$ cat src/rwic_pkg.sv
// constants, types and operation list for the reset, wake and interrupt control
//
// Operation
// - start-up counter holds reset 1024 oscillator cycles after power-on or wake; interrupt wake holds only core_stall, with core_reset low
// - start-up delay only in crystal modes, only on power-on or wake
// - start-up counter counts oscillator pulses once amplitude threshold is reached
// - at power-on trip with master clear high both timers start together
// - power-up waits 96 ms and 1024 cycles; wake 1024 crystal; master clear none (code still runs the 1024-pulse start-up on master clear from sleep)
// - time-out counting restarts from the latest rising edge of master clear
// - expired and powerdown flags follow the documented reset and wake cases
// - every reset loads the program counter with the reset vector 0000h
// - interrupt wake continues at next instruction, vectoring afterwards if enabled
// - global disable at status bit 4 blocks all interrupts when set
// - every reset sets the global interrupt disable bit
// - each source gated by its enable; peripherals also by peripheral enable
// - accepting an interrupt sets disable, pushes return address, loads vector
// - return from interrupt pops the stack and clears global disable together
// - vectors 0008h pin, 0010h timer 0, 0018h counter pin, 0020h peripherals
// - simultaneous interrupts vector by fixed priority, external pin highest
// - flags set on their event regardless of enables or global disable
// - peripheral flag is not cleared on vectoring; it requests until cleared
package rwic_pkg;

    // ------------------------------------------------------------
    // timing
    // ------------------------------------------------------------
    localparam int CLK_HZ = 50000000;
    localparam int POWERUP_TIME_MS = 96;
    localparam int POWERUP_CYCLES = POWERUP_TIME_MS * (CLK_HZ / 1000);
    localparam int POWERUP_W = 23;
    localparam int OSC_STARTUP_PULSES = 1024;
    localparam int OSC_STARTUP_W = 11;

    // ------------------------------------------------------------
    // vectors
    // ------------------------------------------------------------
    localparam logic [15:0] RESET_VECTOR = 16'h0000;
    localparam logic [15:0] VEC_EXT_PIN = 16'h0008;
    localparam logic [15:0] VEC_TIMER0 = 16'h0010;
    localparam logic [15:0] VEC_COUNTER_PIN = 16'h0018;
    localparam logic [15:0] VEC_PERIPH = 16'h0020;

    // ------------------------------------------------------------
    // register map
    // ------------------------------------------------------------
    localparam int ADDR_W = 4;
    localparam logic [3:0] CPU_STATUS_OFS = 4'h0;
    localparam logic [3:0] IRQ_STATUS_OFS = 4'h4;
    localparam logic [3:0] OSC_CFG_OFS = 4'h8;
    localparam int GID_BIT = 4;
    localparam int WDE_BIT = 3;
    localparam int PDF_BIT = 2;
    localparam logic [7:0] IRQ_STATUS_RST = 8'h00;
    localparam logic [1:0] RESP_OKAY = 2'h0;
    localparam logic [1:0] RESP_SLVERR = 2'h2;

    // ------------------------------------------------------------
    // types
    // ------------------------------------------------------------
    typedef enum logic [1:0] {
        MODE_CRYSTAL = 2'h0,
        MODE_LOW_FREQ_CRYSTAL = 2'h1,
        MODE_EXT_CLOCK = 2'h2,
        MODE_RES_CAP = 2'h3
    } rwic_osc_mode_t;

    localparam rwic_osc_mode_t OSC_MODE_RST = MODE_CRYSTAL;

    typedef struct packed {
        logic periph_irq_flag;
        logic counter_pin_irq_flag;
        logic timer0_overflow_flag;
        logic ext_pin_irq_flag;
        logic periph_irq_enable;
        logic counter_pin_irq_enable;
        logic timer0_irq_enable;
        logic ext_pin_irq_enable;
    } rwic_irq_status_t;

endpackage

$ cat src/rwic_top.sv
// reset sequencing, wake-up and interrupt vectoring with axi4-lite registers
//
// Added by the designer: the AXI4-Lite slave port and the register offsets.
`timescale 1ns/100ps
module rwic_top #(
    parameter int POWERUP_CYCLES = rwic_pkg::POWERUP_CYCLES
) (
    input wire logic aclk,
    input wire logic aresetn,
    // axi4-lite slave
    input wire logic [rwic_pkg::ADDR_W-1:0] s_axi_awaddr,
    input wire logic s_axi_awvalid,
    output logic s_axi_awready,
    input wire logic [31:0] s_axi_wdata,
    input wire logic [3:0] s_axi_wstrb,
    input wire logic s_axi_wvalid,
    output logic s_axi_wready,
    output logic [1:0] s_axi_bresp,
    output logic s_axi_bvalid,
    input wire logic s_axi_bready,
    input wire logic [rwic_pkg::ADDR_W-1:0] s_axi_araddr,
    input wire logic s_axi_arvalid,
    output logic s_axi_arready,
    output logic [31:0] s_axi_rdata,
    output logic [1:0] s_axi_rresp,
    output logic s_axi_rvalid,
    input wire logic s_axi_rready,
    // pins
    input wire logic master_clear_pin,
    input wire logic por_trip,
    input wire logic osc_input_pin,
    input wire logic osc_amp_ok,
    // core side
    input wire logic watchdog_timeout,
    input wire logic sleep_instr,
    input wire logic watchdog_clear_instr,
    input wire logic return_from_irq_instr,
    input wire logic core_irq_slot,
    input wire logic [15:0] core_pc,
    input wire logic ext_irq_event,
    input wire logic timer0_overflow_event,
    input wire logic counter_pin_irq_event,
    input wire logic periph_irq_flag,
    output logic core_reset,
    output logic core_stall,
    output logic pc_load,
    output logic [15:0] pc_load_value,
    output logic stack_push,
    output logic [15:0] stack_push_addr,
    output logic stack_pop
);
    import rwic_pkg::*;

    typedef enum logic [2:0] {
        ST_POR_WAIT = 3'h0,
        ST_CLEAR_HOLD = 3'h1,
        ST_TIMEOUT = 3'h2,
        ST_RUN = 3'h3,
        ST_SLEEP = 3'h4,
        ST_WATCHDOG_PULSE = 3'h5
    } rwic_state_t;

    typedef enum logic [1:0] {
        KIND_POR = 2'h0,
        KIND_RUN = 2'h1,
        KIND_SLEEP = 2'h2,
        KIND_WAKE = 2'h3
    } rwic_kind_t;

    // ------------------------------------------------------------
    // pin synchronisation
    // ------------------------------------------------------------
    logic [3:0] pins_sync;
    logic clear_hi;
    logic por_ok;
    logic osc_lvl;
    logic amp_ok;
    logic clear_prev;
    logic osc_prev;
    logic clear_rise;
    logic osc_pulse;

    rwic_sync2 #(
        .W(4)
    ) u_sync (
        .aclk(aclk),
        .aresetn(aresetn),
        .async_in({master_clear_pin, por_trip, osc_input_pin, osc_amp_ok}),
        .sync_out(pins_sync)
    );

    assign clear_hi = pins_sync[3];
    assign por_ok = pins_sync[2];
    assign osc_lvl = pins_sync[1];
    assign amp_ok = pins_sync[0];

    always_ff @(posedge aclk) begin
        if (!aresetn) begin
            clear_prev <= 1'h0;
            osc_prev <= 1'h0;
        end else begin
            clear_prev <= clear_hi;
            osc_prev <= osc_lvl;
        end
    end

    assign clear_rise = clear_hi && !clear_prev;
    assign osc_pulse = osc_lvl && !osc_prev && amp_ok;

    // ------------------------------------------------------------
    // registers and interrupt request
    // ------------------------------------------------------------
    rwic_state_t state;
    rwic_state_t next_state;
    rwic_kind_t kind;
    rwic_kind_t next_kind;
    rwic_osc_mode_t osc_mode;
    rwic_irq_status_t irq;
    logic global_irq_disable;
    logic watchdog_expired_flag;
    logic powerdown_flag;
    logic [POWERUP_W-1:0] powerup_cnt;
    logic [OSC_STARTUP_W-1:0] osc_startup_cnt;
    logic need_osc_startup;
    logic powerup_done;
    logic osc_startup_done;
    logic [3:0] pending;
    logic wake_irq;
    logic take;
    logic [15:0] vec;
    logic [1:0] sel;
    logic next_reset;
    logic release_core;
    logic sw_wr;
    logic [ADDR_W-1:0] wr_addr;
    logic [31:0] wr_data;

    assign pending[0] = irq.ext_pin_irq_flag && irq.ext_pin_irq_enable;
    assign pending[1] = irq.timer0_overflow_flag && irq.timer0_irq_enable;
    assign pending[2] = irq.counter_pin_irq_flag && irq.counter_pin_irq_enable;
    assign pending[3] = irq.periph_irq_flag && irq.periph_irq_enable;
    assign wake_irq = |pending;
    assign take = (state == ST_RUN) && (next_state == ST_RUN) && core_irq_slot
        && !global_irq_disable && wake_irq;

    always_comb begin
        vec = VEC_PERIPH;
        sel = 2'h3;
        if (pending[0]) begin
            vec = VEC_EXT_PIN;
            sel = 2'h0;
        end else if (pending[1]) begin
            vec = VEC_TIMER0;
            sel = 2'h1;
        end else if (pending[2]) begin
            vec = VEC_COUNTER_PIN;
            sel = 2'h2;
        end
    end

    // ------------------------------------------------------------
    // time-out counters
    // ------------------------------------------------------------
    assign need_osc_startup = (osc_mode == MODE_CRYSTAL
        || osc_mode == MODE_LOW_FREQ_CRYSTAL) && (kind != KIND_RUN);
    assign powerup_done = (kind != KIND_POR)
        || (powerup_cnt == POWERUP_W'(POWERUP_CYCLES));
    assign osc_startup_done = !need_osc_startup
        || (osc_startup_cnt == OSC_STARTUP_W'(OSC_STARTUP_PULSES));

    always_ff @(posedge aclk) begin
        if (!aresetn || state != ST_TIMEOUT || !clear_hi) begin
            powerup_cnt <= '0;
            osc_startup_cnt <= '0;
        end else begin
            if (!powerup_done) begin
                powerup_cnt <= powerup_cnt + POWERUP_W'(1);
            end
            if (!osc_startup_done && osc_pulse) begin
                osc_startup_cnt <= osc_startup_cnt + OSC_STARTUP_W'(1);
            end
        end
    end

    // ------------------------------------------------------------
    // reset sequencer
    // ------------------------------------------------------------
    always_comb begin
        next_state = state;
        next_kind = kind;
        unique case (state)
            ST_POR_WAIT: begin
                if (por_ok) begin
                    next_state = clear_hi ? ST_TIMEOUT : ST_CLEAR_HOLD;
                end
            end
            ST_CLEAR_HOLD: begin
                if (clear_rise) begin
                    next_state = (kind == KIND_RUN) ? ST_RUN : ST_TIMEOUT;
                end
            end
            ST_TIMEOUT: begin
                if (!clear_hi) begin
                    next_state = ST_CLEAR_HOLD;
                    if (kind == KIND_WAKE) begin
                        next_kind = KIND_SLEEP;
                    end
                end else if (powerup_done && osc_startup_done) begin
                    next_state = ST_RUN;
                end
            end
            ST_RUN: begin
                if (!clear_hi) begin
                    next_state = ST_CLEAR_HOLD;
                    next_kind = KIND_RUN;
                end else if (watchdog_timeout) begin
                    next_state = ST_WATCHDOG_PULSE;
                    next_kind = KIND_RUN;
                end else if (sleep_instr) begin
                    next_state = ST_SLEEP;
                end
            end
            ST_SLEEP: begin
                if (!clear_hi) begin
                    next_state = ST_CLEAR_HOLD;
                    next_kind = KIND_SLEEP;
                end else if (watchdog_timeout) begin
                    next_state = ST_TIMEOUT;
                    next_kind = KIND_SLEEP;
                end else if (wake_irq) begin
                    next_state = ST_TIMEOUT;
                    next_kind = KIND_WAKE;
                end
            end
            ST_WATCHDOG_PULSE: begin
                next_state = ST_RUN;
            end
            default: begin
                next_state = ST_POR_WAIT;
                next_kind = KIND_POR;
            end
        endcase
    end

    assign next_reset = (next_state == ST_POR_WAIT)
        || (next_state == ST_CLEAR_HOLD) || (next_state == ST_WATCHDOG_PULSE)
        || (next_state == ST_TIMEOUT && next_kind != KIND_WAKE);
    assign release_core = (next_state == ST_RUN) && (state != ST_RUN)
        && (kind != KIND_WAKE);

    always_ff @(posedge aclk) begin
        if (!aresetn) begin
            state <= ST_POR_WAIT;
            kind <= KIND_POR;
        end else begin
            state <= next_state;
            kind <= next_kind;
        end
    end

    // status flags per reset and wake cause
    always_ff @(posedge aclk) begin
        if (!aresetn) begin
            watchdog_expired_flag <= 1'h1;
            powerdown_flag <= 1'h1;
        end else if (state == ST_RUN) begin
            if (!clear_hi || watchdog_clear_instr) begin
                watchdog_expired_flag <= 1'h1;
                powerdown_flag <= 1'h1;
            end else if (watchdog_timeout) begin
                watchdog_expired_flag <= 1'h0;
                powerdown_flag <= 1'h1;
            end else if (sleep_instr) begin
                watchdog_expired_flag <= 1'h1;
                powerdown_flag <= 1'h0;
            end
        end else if (state == ST_SLEEP) begin
            if (!clear_hi || !watchdog_timeout) begin
                if (!clear_hi || wake_irq) begin
                    watchdog_expired_flag <= 1'h1;
                    powerdown_flag <= 1'h0;
                end
            end else begin
                watchdog_expired_flag <= 1'h0;
                powerdown_flag <= 1'h0;
            end
        end
    end

    // core control outputs
    always_ff @(posedge aclk) begin
        if (!aresetn) begin
            core_reset <= 1'h1;
            core_stall <= 1'h1;
            pc_load <= 1'h0;
            pc_load_value <= RESET_VECTOR;
            stack_push <= 1'h0;
            stack_push_addr <= 16'h0000;
            stack_pop <= 1'h0;
        end else begin
            core_reset <= next_reset;
            core_stall <= next_state != ST_RUN;
            pc_load <= release_core || take;
            pc_load_value <= take ? vec : RESET_VECTOR;
            stack_push <= take;
            if (take) begin
                stack_push_addr <= core_pc;
            end
            stack_pop <= return_from_irq_instr && state == ST_RUN;
        end
    end

    // ------------------------------------------------------------
    // global disable and interrupt flags
    // ------------------------------------------------------------
    always_ff @(posedge aclk) begin
        if (!aresetn || next_reset) begin
            global_irq_disable <= 1'h1;
        end else if (take) begin
            global_irq_disable <= 1'h1;
        end else if (sw_wr && wr_addr == CPU_STATUS_OFS) begin
            global_irq_disable <= wr_data[GID_BIT];
        end else if (return_from_irq_instr && state == ST_RUN) begin
            global_irq_disable <= 1'h0;
        end
    end

    always_ff @(posedge aclk) begin
        if (!aresetn) begin
            irq <= IRQ_STATUS_RST;
        end else begin
            irq.periph_irq_flag <= periph_irq_flag;
            if (sw_wr && wr_addr == IRQ_STATUS_OFS) begin
                irq.periph_irq_enable <= wr_data[3];
                irq.counter_pin_irq_enable <= wr_data[2];
                irq.timer0_irq_enable <= wr_data[1];
                irq.ext_pin_irq_enable <= wr_data[0];
                irq.counter_pin_irq_flag <= wr_data[6] || counter_pin_irq_event;
                irq.timer0_overflow_flag <= wr_data[5] || timer0_overflow_event;
                irq.ext_pin_irq_flag <= wr_data[4] || ext_irq_event;
            end else begin
                irq.ext_pin_irq_flag <= ext_irq_event
                    || (irq.ext_pin_irq_flag && !(take && sel == 2'h0));
                irq.timer0_overflow_flag <= timer0_overflow_event
                    || (irq.timer0_overflow_flag && !(take && sel == 2'h1));
                irq.counter_pin_irq_flag <= counter_pin_irq_event
                    || (irq.counter_pin_irq_flag && !(take && sel == 2'h2));
            end
        end
    end

    // oscillator configuration
    always_ff @(posedge aclk) begin
        if (!aresetn) begin
            osc_mode <= OSC_MODE_RST;
        end else if (sw_wr && wr_addr == OSC_CFG_OFS) begin
            osc_mode <= rwic_osc_mode_t'(wr_data[1:0]);
        end
    end

    // ------------------------------------------------------------
    // axi4-lite write channel
    // ------------------------------------------------------------
    logic aw_have;
    logic w_have;
    logic [3:0] wr_strb;

    assign sw_wr = aw_have && w_have && !s_axi_bvalid && wr_strb[0];

    always_ff @(posedge aclk) begin
        if (!aresetn) begin
            aw_have <= 1'h0;
            w_have <= 1'h0;
            wr_addr <= '0;
            wr_data <= 32'h00000000;
            wr_strb <= 4'h0;
            s_axi_awready <= 1'h0;
            s_axi_wready <= 1'h0;
            s_axi_bvalid <= 1'h0;
            s_axi_bresp <= RESP_OKAY;
        end else begin
            if (s_axi_awvalid && s_axi_awready) begin
                aw_have <= 1'h1;
                wr_addr <= s_axi_awaddr;
                s_axi_awready <= 1'h0;
            end else if (!aw_have && !s_axi_bvalid) begin
                s_axi_awready <= 1'h1;
            end
            if (s_axi_wvalid && s_axi_wready) begin
                w_have <= 1'h1;
                wr_data <= s_axi_wdata;
                wr_strb <= s_axi_wstrb;
                s_axi_wready <= 1'h0;
            end else if (!w_have && !s_axi_bvalid) begin
                s_axi_wready <= 1'h1;
            end
            if (aw_have && w_have && !s_axi_bvalid) begin
                aw_have <= 1'h0;
                w_have <= 1'h0;
                s_axi_bvalid <= 1'h1;
                s_axi_bresp <= (wr_addr == CPU_STATUS_OFS
                    || wr_addr == IRQ_STATUS_OFS || wr_addr == OSC_CFG_OFS)
                    ? RESP_OKAY : RESP_SLVERR;
            end else if (s_axi_bvalid && s_axi_bready) begin
                s_axi_bvalid <= 1'h0;
            end
        end
    end

    // ------------------------------------------------------------
    // axi4-lite read channel
    // ------------------------------------------------------------
    logic [31:0] rd_word;
    logic rd_hit;

    always_comb begin
        rd_word = 32'h00000000;
        rd_hit = 1'h1;
        unique case (s_axi_araddr)
            CPU_STATUS_OFS: begin
                rd_word[GID_BIT] = global_irq_disable;
                rd_word[WDE_BIT] = watchdog_expired_flag;
                rd_word[PDF_BIT] = powerdown_flag;
            end
            IRQ_STATUS_OFS: rd_word[7:0] = irq;
            OSC_CFG_OFS: rd_word[1:0] = osc_mode;
            default: rd_hit = 1'h0;
        endcase
    end

    always_ff @(posedge aclk) begin
        if (!aresetn) begin
            s_axi_arready <= 1'h0;
            s_axi_rvalid <= 1'h0;
            s_axi_rdata <= 32'h00000000;
            s_axi_rresp <= RESP_OKAY;
        end else begin
            if (s_axi_arvalid && s_axi_arready) begin
                s_axi_arready <= 1'h0;
                s_axi_rvalid <= 1'h1;
                s_axi_rdata <= rd_word;
                s_axi_rresp <= rd_hit ? RESP_OKAY : RESP_SLVERR;
            end else if (s_axi_rvalid && s_axi_rready) begin
                s_axi_rvalid <= 1'h0;
            end else if (!s_axi_rvalid) begin
                s_axi_arready <= 1'h1;
            end
        end
    end

endmodule

$ cat src/rwic_sync2.sv
// two flip-flop synchroniser for pin inputs
`timescale 1ns/100ps
module rwic_sync2 #(
    parameter int W = 1
) (
    input wire logic aclk,
    input wire logic aresetn,
    input wire logic [W-1:0] async_in,
    output logic [W-1:0] sync_out
);
    logic [W-1:0] meta;

    always_ff @(posedge aclk) begin
        if (!aresetn) begin
            meta <= '0;
            sync_out <= '0;
        end else begin
            meta <= async_in;
            sync_out <= meta;
        end
    end
endmodule

$ cat config.mk
export PLATFORM = sky130hd
export DESIGN_NAME = rwic_top
export DESIGN_NICKNAME = d
export VERILOG_FILES = /design/src/rwic_pkg.sv /design/src/rwic_top.sv /design/src/rwic_sync2.sv
export SDC_FILE = /design/constraint.sdc
export NUM_CORES = 1
export LEC_CHECK = 0
export BUFFER_PORTS_ARGS = -buffer_cell sky130_fd_sc_hd__buf_2
export CAP_MARGIN = 20
export CORE_UTILIZATION = 35
export DETAILED_ROUTE_END_ITERATION = 10
export GPL_TIMING_DRIVEN = 1
export PLACE_DENSITY = 0.7
export SKIP_LAST_GASP = 1
export SLEW_MARGIN = 10
export SYNTH_ARGS = -nofsm -noshare
export SYNTH_HDL_FRONTEND = slang
export SYNTH_HIERARCHICAL = 1
export SYNTH_SLANG_ARGS = --single-unit
$ cat constraint.sdc
create_clock -name aclk -period 2.5 [get_ports aclk]
set_clock_uncertainty 0.05 [all_clocks]
set_input_delay 0.25 -clock aclk [delete_from_list [all_inputs] [get_ports aclk]]
set_output_delay 0.25 -clock aclk [all_outputs]
set_load 0.05 [all_outputs]
* After elaboration in Yosys (flattened, before gate mapping)
Cells that the tools add are included.
W data, S select, Z words.
** Word-level totals
- Bits of input ports :: 80
- Logic and storage cells :: 226
- Register bits :: 120
- Output and inout port bits :: 78
** Operators by class
- Add/subtract/negate cells :: 2
- Eq/ne operators :: 28
- Bitwise gates (word level) :: 4
- Multiplexer cells :: 54
- Reductions and logical operators :: 96
** Operator list (number)
- $logic_and A1 B1 Y1 :: 37
- $mux W3 :: 12
- $mux W2 :: 12
- $add A23 B1 Y23 const B :: 1
- $eq A23 B23 Y1 const B :: 1
- $mux W1 :: 23
- $logic_or A1 B1 Y1 :: 21
- $pmux W3 S6 :: 1
- $logic_not A1 Y1 :: 14
- $eq A3 B2 Y1 const B :: 4
- $ne A3 B2 Y1 const B :: 4
- $add A11 B1 Y11 const B :: 1
- $eq A11 B11 Y1 const B :: 1
- $reduce_bool A2 Y1 :: 5
- $reduce_or A2 Y1 :: 5
- $eq A3 B3 Y1 const B :: 3
- $reduce_or A3 Y1 :: 3
- $eq A4 B3 Y1 const B :: 2
- $eq A4 B4 Y1 const B :: 2
- $logic_not A4 Y1 :: 2
- $pmux W2 S4 :: 1
- $reduce_or A4 Y1 :: 2
- $eq A2 B1 Y1 const B :: 3
- $eq A3 B1 Y1 const B :: 2
- other kinds (14) :: 22

* Logic depth before layout (Yosys ltp)
- Word-level depth :: 19
- Depth in mapped cells :: 9
- Depth with buffers taken out :: 8

* Cells and area by module
Netlist, hierarchy kept.
** Modules (own cells, without submodules)
- rwic_top :: area each 4843.4 µm², instances 1, cells each 572
- rwic_sync2 :: area each 210.2 µm², instances 1, cells each 16

* Worst setup path after synthesis
Ideal clock, no wire load.
- Kind :: reg2reg
- Start :: reg powerup_cnt[15]
- End :: reg global_irq_disable
- Cell stages (with the launch flop) :: 7
- Period minus slack after synthesis :: 2.396 ns
- Library setup time :: 0.122 ns
- Path slack :: 0.104 ns
- Arrival :: 2.223 ns
- Path through :: dfxtp_1 -> or4b_1 -> or4_4 -> o21a_4 -> o41ai_4 -> nand2_2 -> a311o_1
** Between the ends
- Cells in the longest elaborated chain, start to end :: 12
- Elaborated cells on any way between the ends :: 21
- Those cells by class :: 5 x eq/ne; 3 x mux; 13 x reduce/logical
** Ends and longest elaborated chain
- start, declared :: line rwic_top.sv:122 : logic [POWERUP_W-1:0] powerup_cnt;
- start signal, assigned :: line rwic_top.sv:177 : powerup_cnt <= powerup_cnt + POWERUP_W'(1);
- $eq A23 B23 Y1 (*) :: line rwic_top.sv:167 : || (powerup_cnt == POWERUP_W'(POWERUP_CYCLES));
- $logic_or A1 B1 Y1 (*) :: line rwic_top.sv:167
- $logic_and A1 B1 Y1 (*) :: line rwic_top.sv:208 : end else if (powerup_done && osc_startup_done) begin
- $mux W3 (*) :: line rwic_top.sv:208
- $mux W3 (*) :: line rwic_top.sv:203 : if (!clear_hi) begin
- $pmux W3 S6 (*) :: line rwic_top.sv:191 : unique case (state)
- $eq A3 B2 Y1, or another cell as far along :: line rwic_top.sv:143 : assign take = (state == ST_RUN) && (next_state == ST_RUN) && core_irq_slot
- $logic_and A1 B1 Y1 / $logic_or A1 B1 Y1 (equally long branches) (2 in series) :: line rwic_top.sv:143, rwic_top.sv:246
- $logic_and A1 B1 Y1 / $logic_or A1 B1 Y1 (equally long branches) :: line rwic_top.sv:144, rwic_top.sv:247
- $logic_and A1 B1 Y1 / $logic_or A1 B1 Y1 (equally long branches) :: line rwic_top.sv:144, rwic_top.sv:317
- $reduce_or A2 Y1 (no source line) (*)
- end signal, assigned :: line rwic_top.sv:322 : global_irq_disable <= wr_data[GID_BIT];
- end, declared :: line rwic_top.sv:119 : logic global_irq_disable;
Mark *: on every way between the ends. The rest lies on a longest branch, timed or not.
A chain may end at the register's enable or synchronous reset.

* Worst setup path after layout
- Start :: reg powerup_cnt[17]
- End :: reg global_irq_disable
Same word-level chain as after synthesis.

==> results.sh <==
export IMPL_status="finished, final reports clean"
export IMPL_yosys_register_bits=115
export IMPL_routedWlPerCell_microns=12.4
export IMPL_io_pins=158
export IMPL_post_place_cells=850
export IMPL_cts_root_buf="clkbuf_16"
export IMPL_hold_path_class="input pin to register"
export IMPL_clockBufferDepth=2
export IMPL_vias=4229
export IMPL_fin_ws_ns=0.122
export IMPL_report_final_slew_viol_count=0
export IMPL_min_period_ns=2.38
export IMPL_drt_iter0_markers=228
export IMPL_setup_viol=0
export IMPL_grt_usage=0.153
export IMPL_first_pass_iters=5
export IMPL_critical_path_class="register to register"
export IMPL_dieArea_sq_mm=0.0149
export IMPL_cts_tree="yes"
export IMPL_areaGrowthSynthToFinish_pct=24.6
export IMPL_grt_max_degree=55
export IMPL_io_buffers=90
export IMPL_critical_path_arrival_ns=2.62
export IMPL_comb_power_share=0.067
export IMPL_critPathMaxFanout=4
export IMPL_worst_pin_slew_ns=0.826
export IMPL_die_w_microns=122
export IMPL_slowest_stage="or4b_1"
export IMPL_finalHoldViolCount=0
export IMPL_timing_rr_start="powerup_cnt[17]"
export IMPL_cts_max_level=4
export IMPL_antenna_found_initial=0
export IMPL_seqPwrFrac=0.400
export IMPL_final_area_sq_mm=0.00630
export IMPL_nNetsFinal=778
export IMPL_cts_sinks=115
export IMPL_slew_headroom=0.442
export IMPL_fin_crit_sh=0.951
export IMPL_synthFlopType="dfxtp_1"
export IMPL_power_frac_clock=0.533
export IMPL_grt_pass1_wl_microns=18000
export IMPL_drv_cap=0
export IMPL_dpl_cell_area_sq_mm=0.00563
export IMPL_rsz0062_at_grt="false"
export IMPL_antenna_cells=0
export IMPL_hpwl_microns=7640
export IMPL_power_density_mw_per_mm2=754
export IMPL_hold_start="master_clear_pin"
export IMPL_setup_tns_ns=0
export IMPL_clk_latency_ns=0.41
export IMPL_crit_path_start_kind="register"
export IMPL_grt_overflow=0
export IMPL_seq_area_frac_synth=0.456
export IMPL_drt_wl_total_microns=11000
export IMPL_cp_end_kind="register"
export IMPL_synthDistinctLibCells=53
export IMPL_die_h_microns=122
export IMPL_start_util=0.361
export IMPL_final_antenna_net_count=0
export IMPL_slowest_delay_ns=0.51
export IMPL_numCtsBuffers=17
export IMPL_async_flop_share=0
export IMPL_p_switching_mw=1.20
export IMPL_rows=43
export IMPL_ir_drop_mv=0.529
export IMPL_synth_cells=588
export IMPL_crit_chain="or4b_1, or4_4, o21a_4, o41ai_4, nand2_2, a311o_1"
export IMPL_drt_vias_per_instance=4.77
export IMPL_finalWeightedCongestion=0.823
export IMPL_avgSynthCellArea_sq_um=8.59
export IMPL_intPower_mw=3.54
export IMPL_p_sw_frac=0.254
export IMPL_final_cells=887
export IMPL_drive_gt1_frac=0.212
export IMPL_max_freq_mhz=421
export IMPL_path_clk_slew_ns=0.06
export IMPL_crit_start="powerup_cnt[17]"
export IMPL_synth_edf_count=0
export IMPL_hold_ws_ns=0.0131
export IMPL_synth_area_sq_mm=0.00505
export IMPL_drc=0
export IMPL_synth_warnings=6
export IMPL_required_ns=2.74
export IMPL_p_leak_nw=2.51
export IMPL_coreArea_sq_mm=0.0140
export IMPL_pre_cts_ws_ns=0.0472
export IMPL_grt_pass1_vias=3777
-- registers in the layout, indices dropped and copies added, names as in the netlist, 2 cells and up --
| name | cells |
|---|---|
| irq | 8 |
| osc_startup_cnt | 11 |
| wr_addr | 4 |
| s_axi_rdata | 8 |
| u_sync/meta | 4 |
| wr_data | 7 |
| osc_mode | 2 |
| stack_push_addr | 16 |
| state | 3 |
| pc_load_value | 3 |
| powerup_cnt | 23 |
| u_sync/sync_out | 4 |
| kind | 2 |
-- stage by stage --
step | power, mW | util
after detailed placement | 2.25 | 0.403
after CTS | 4.79 | 0.449
final | 4.75 | 0.450
after global placement | 2.25 | 0.403
after global routing | 4.92 | 0.450
after floorplan | 2.22 | -
-- layout make-up --
class / instances / area, sq um
clock inverters: 15 / 195
inverters: 21 / 78.8
multi-input cells: 430 / 2460
clock buffers: 17 / 425
well taps: 180 / 225
fillers: 1405 / 7690
repair buffers: 109 / 613
flip-flops and latches: 115 / 2300
-- cell families after synthesis --
kind of cell    after synthesis  synth area share
buf+inv                      81            0.0899
other cells                   1          0.000742
mux                          23            0.0458
compound gates               97             0.124
simple gates                245             0.236
xor+xnor                     22            0.0381
fa+ha+maj                     4           0.00990
flops                       115             0.456
-- synth_stat cells (5+ instances only) --
cell        n  area (sq um)
clkbuf_1   18          67.6
buf_4      39           293
a21oi_1    46           230
and2_1     18           113
o21ai_0    18          90.1
or3_1      12          75.1
and3_1      9          56.3
inv_1      20          75.1
nand4_1     7          43.8
nor3_1     18          90.1
dfxtp_1   115          2300
nand3_1    18          90.1
nand2_1    60           225
mux2i_1    22           220
xnor2_1    18           158
a22oi_1     5          37.5
nor2b_1     9          56.3
nor2_1     72           270
-- worst max-delay path: cells and delay by family (launching register included) --
family          cells  cell delay [ns]
flops               1             0.32
compound gates      3             0.76
simple gates        3             1.15
-- worst paths after layout --
| path | slack [ns] | depth (start not counted) | end |
|---|---|---|---|
| worst max register to register | 0.12 | 6 | global_irq_disable |
| worst min register to register | 0.38 | 1 | u_sync/sync_out[0] |
| worst max-delay path | 0.12 | 6 | global_irq_disable |
| worst min-delay path | 0.01 | 2 | u_sync/meta[3] |
-- power by group through the flow --
stage	logic, mW	registers (mW)	clock network (mW)
after detailed placement	0.314	1.94	0
after global routing	0.346	1.90	2.67
final	0.319	1.90	2.53
after CTS	0.319	1.90	2.57
after floorplan	0.262	1.96	0
after global placement	0.311	1.94	0
-- layout by cell type, fill, tap and decap left out, types with 12 or more instances in the layout --
cell type / n
or3_1: 12
xnor2_1: 18
and2_1: 18
conb_1: 39
buf_4: 15
a21oi_1: 46
o21ai_0: 18
nor3_1: 18
buf_2: 90
mux2i_1: 22
clkbuf_16: 17
nor2_1: 72
nand2_1: 60
inv_1: 20
dfxtp_1: 115
nand3_1: 18
-- metal layers --
layer  GRT usage  wire length (microns)  vias up
met2       0.234                   5070      104
met3      0.0538                    553        6
li1            -                      -     2154
met4      0.0404                     71        0
met5           0                      0        -
met1       0.204                   5300     1965
-- what timing repair did --
action / CTS / global route
resized for setup: 0 / 0
hold endpoints to repair: 3 / 0
hold buffers: 3 / 0
buffers inserted: 0 / 2
endpoints found under the setup margin: 0 / 3
(Power assumes the default switching activity.)
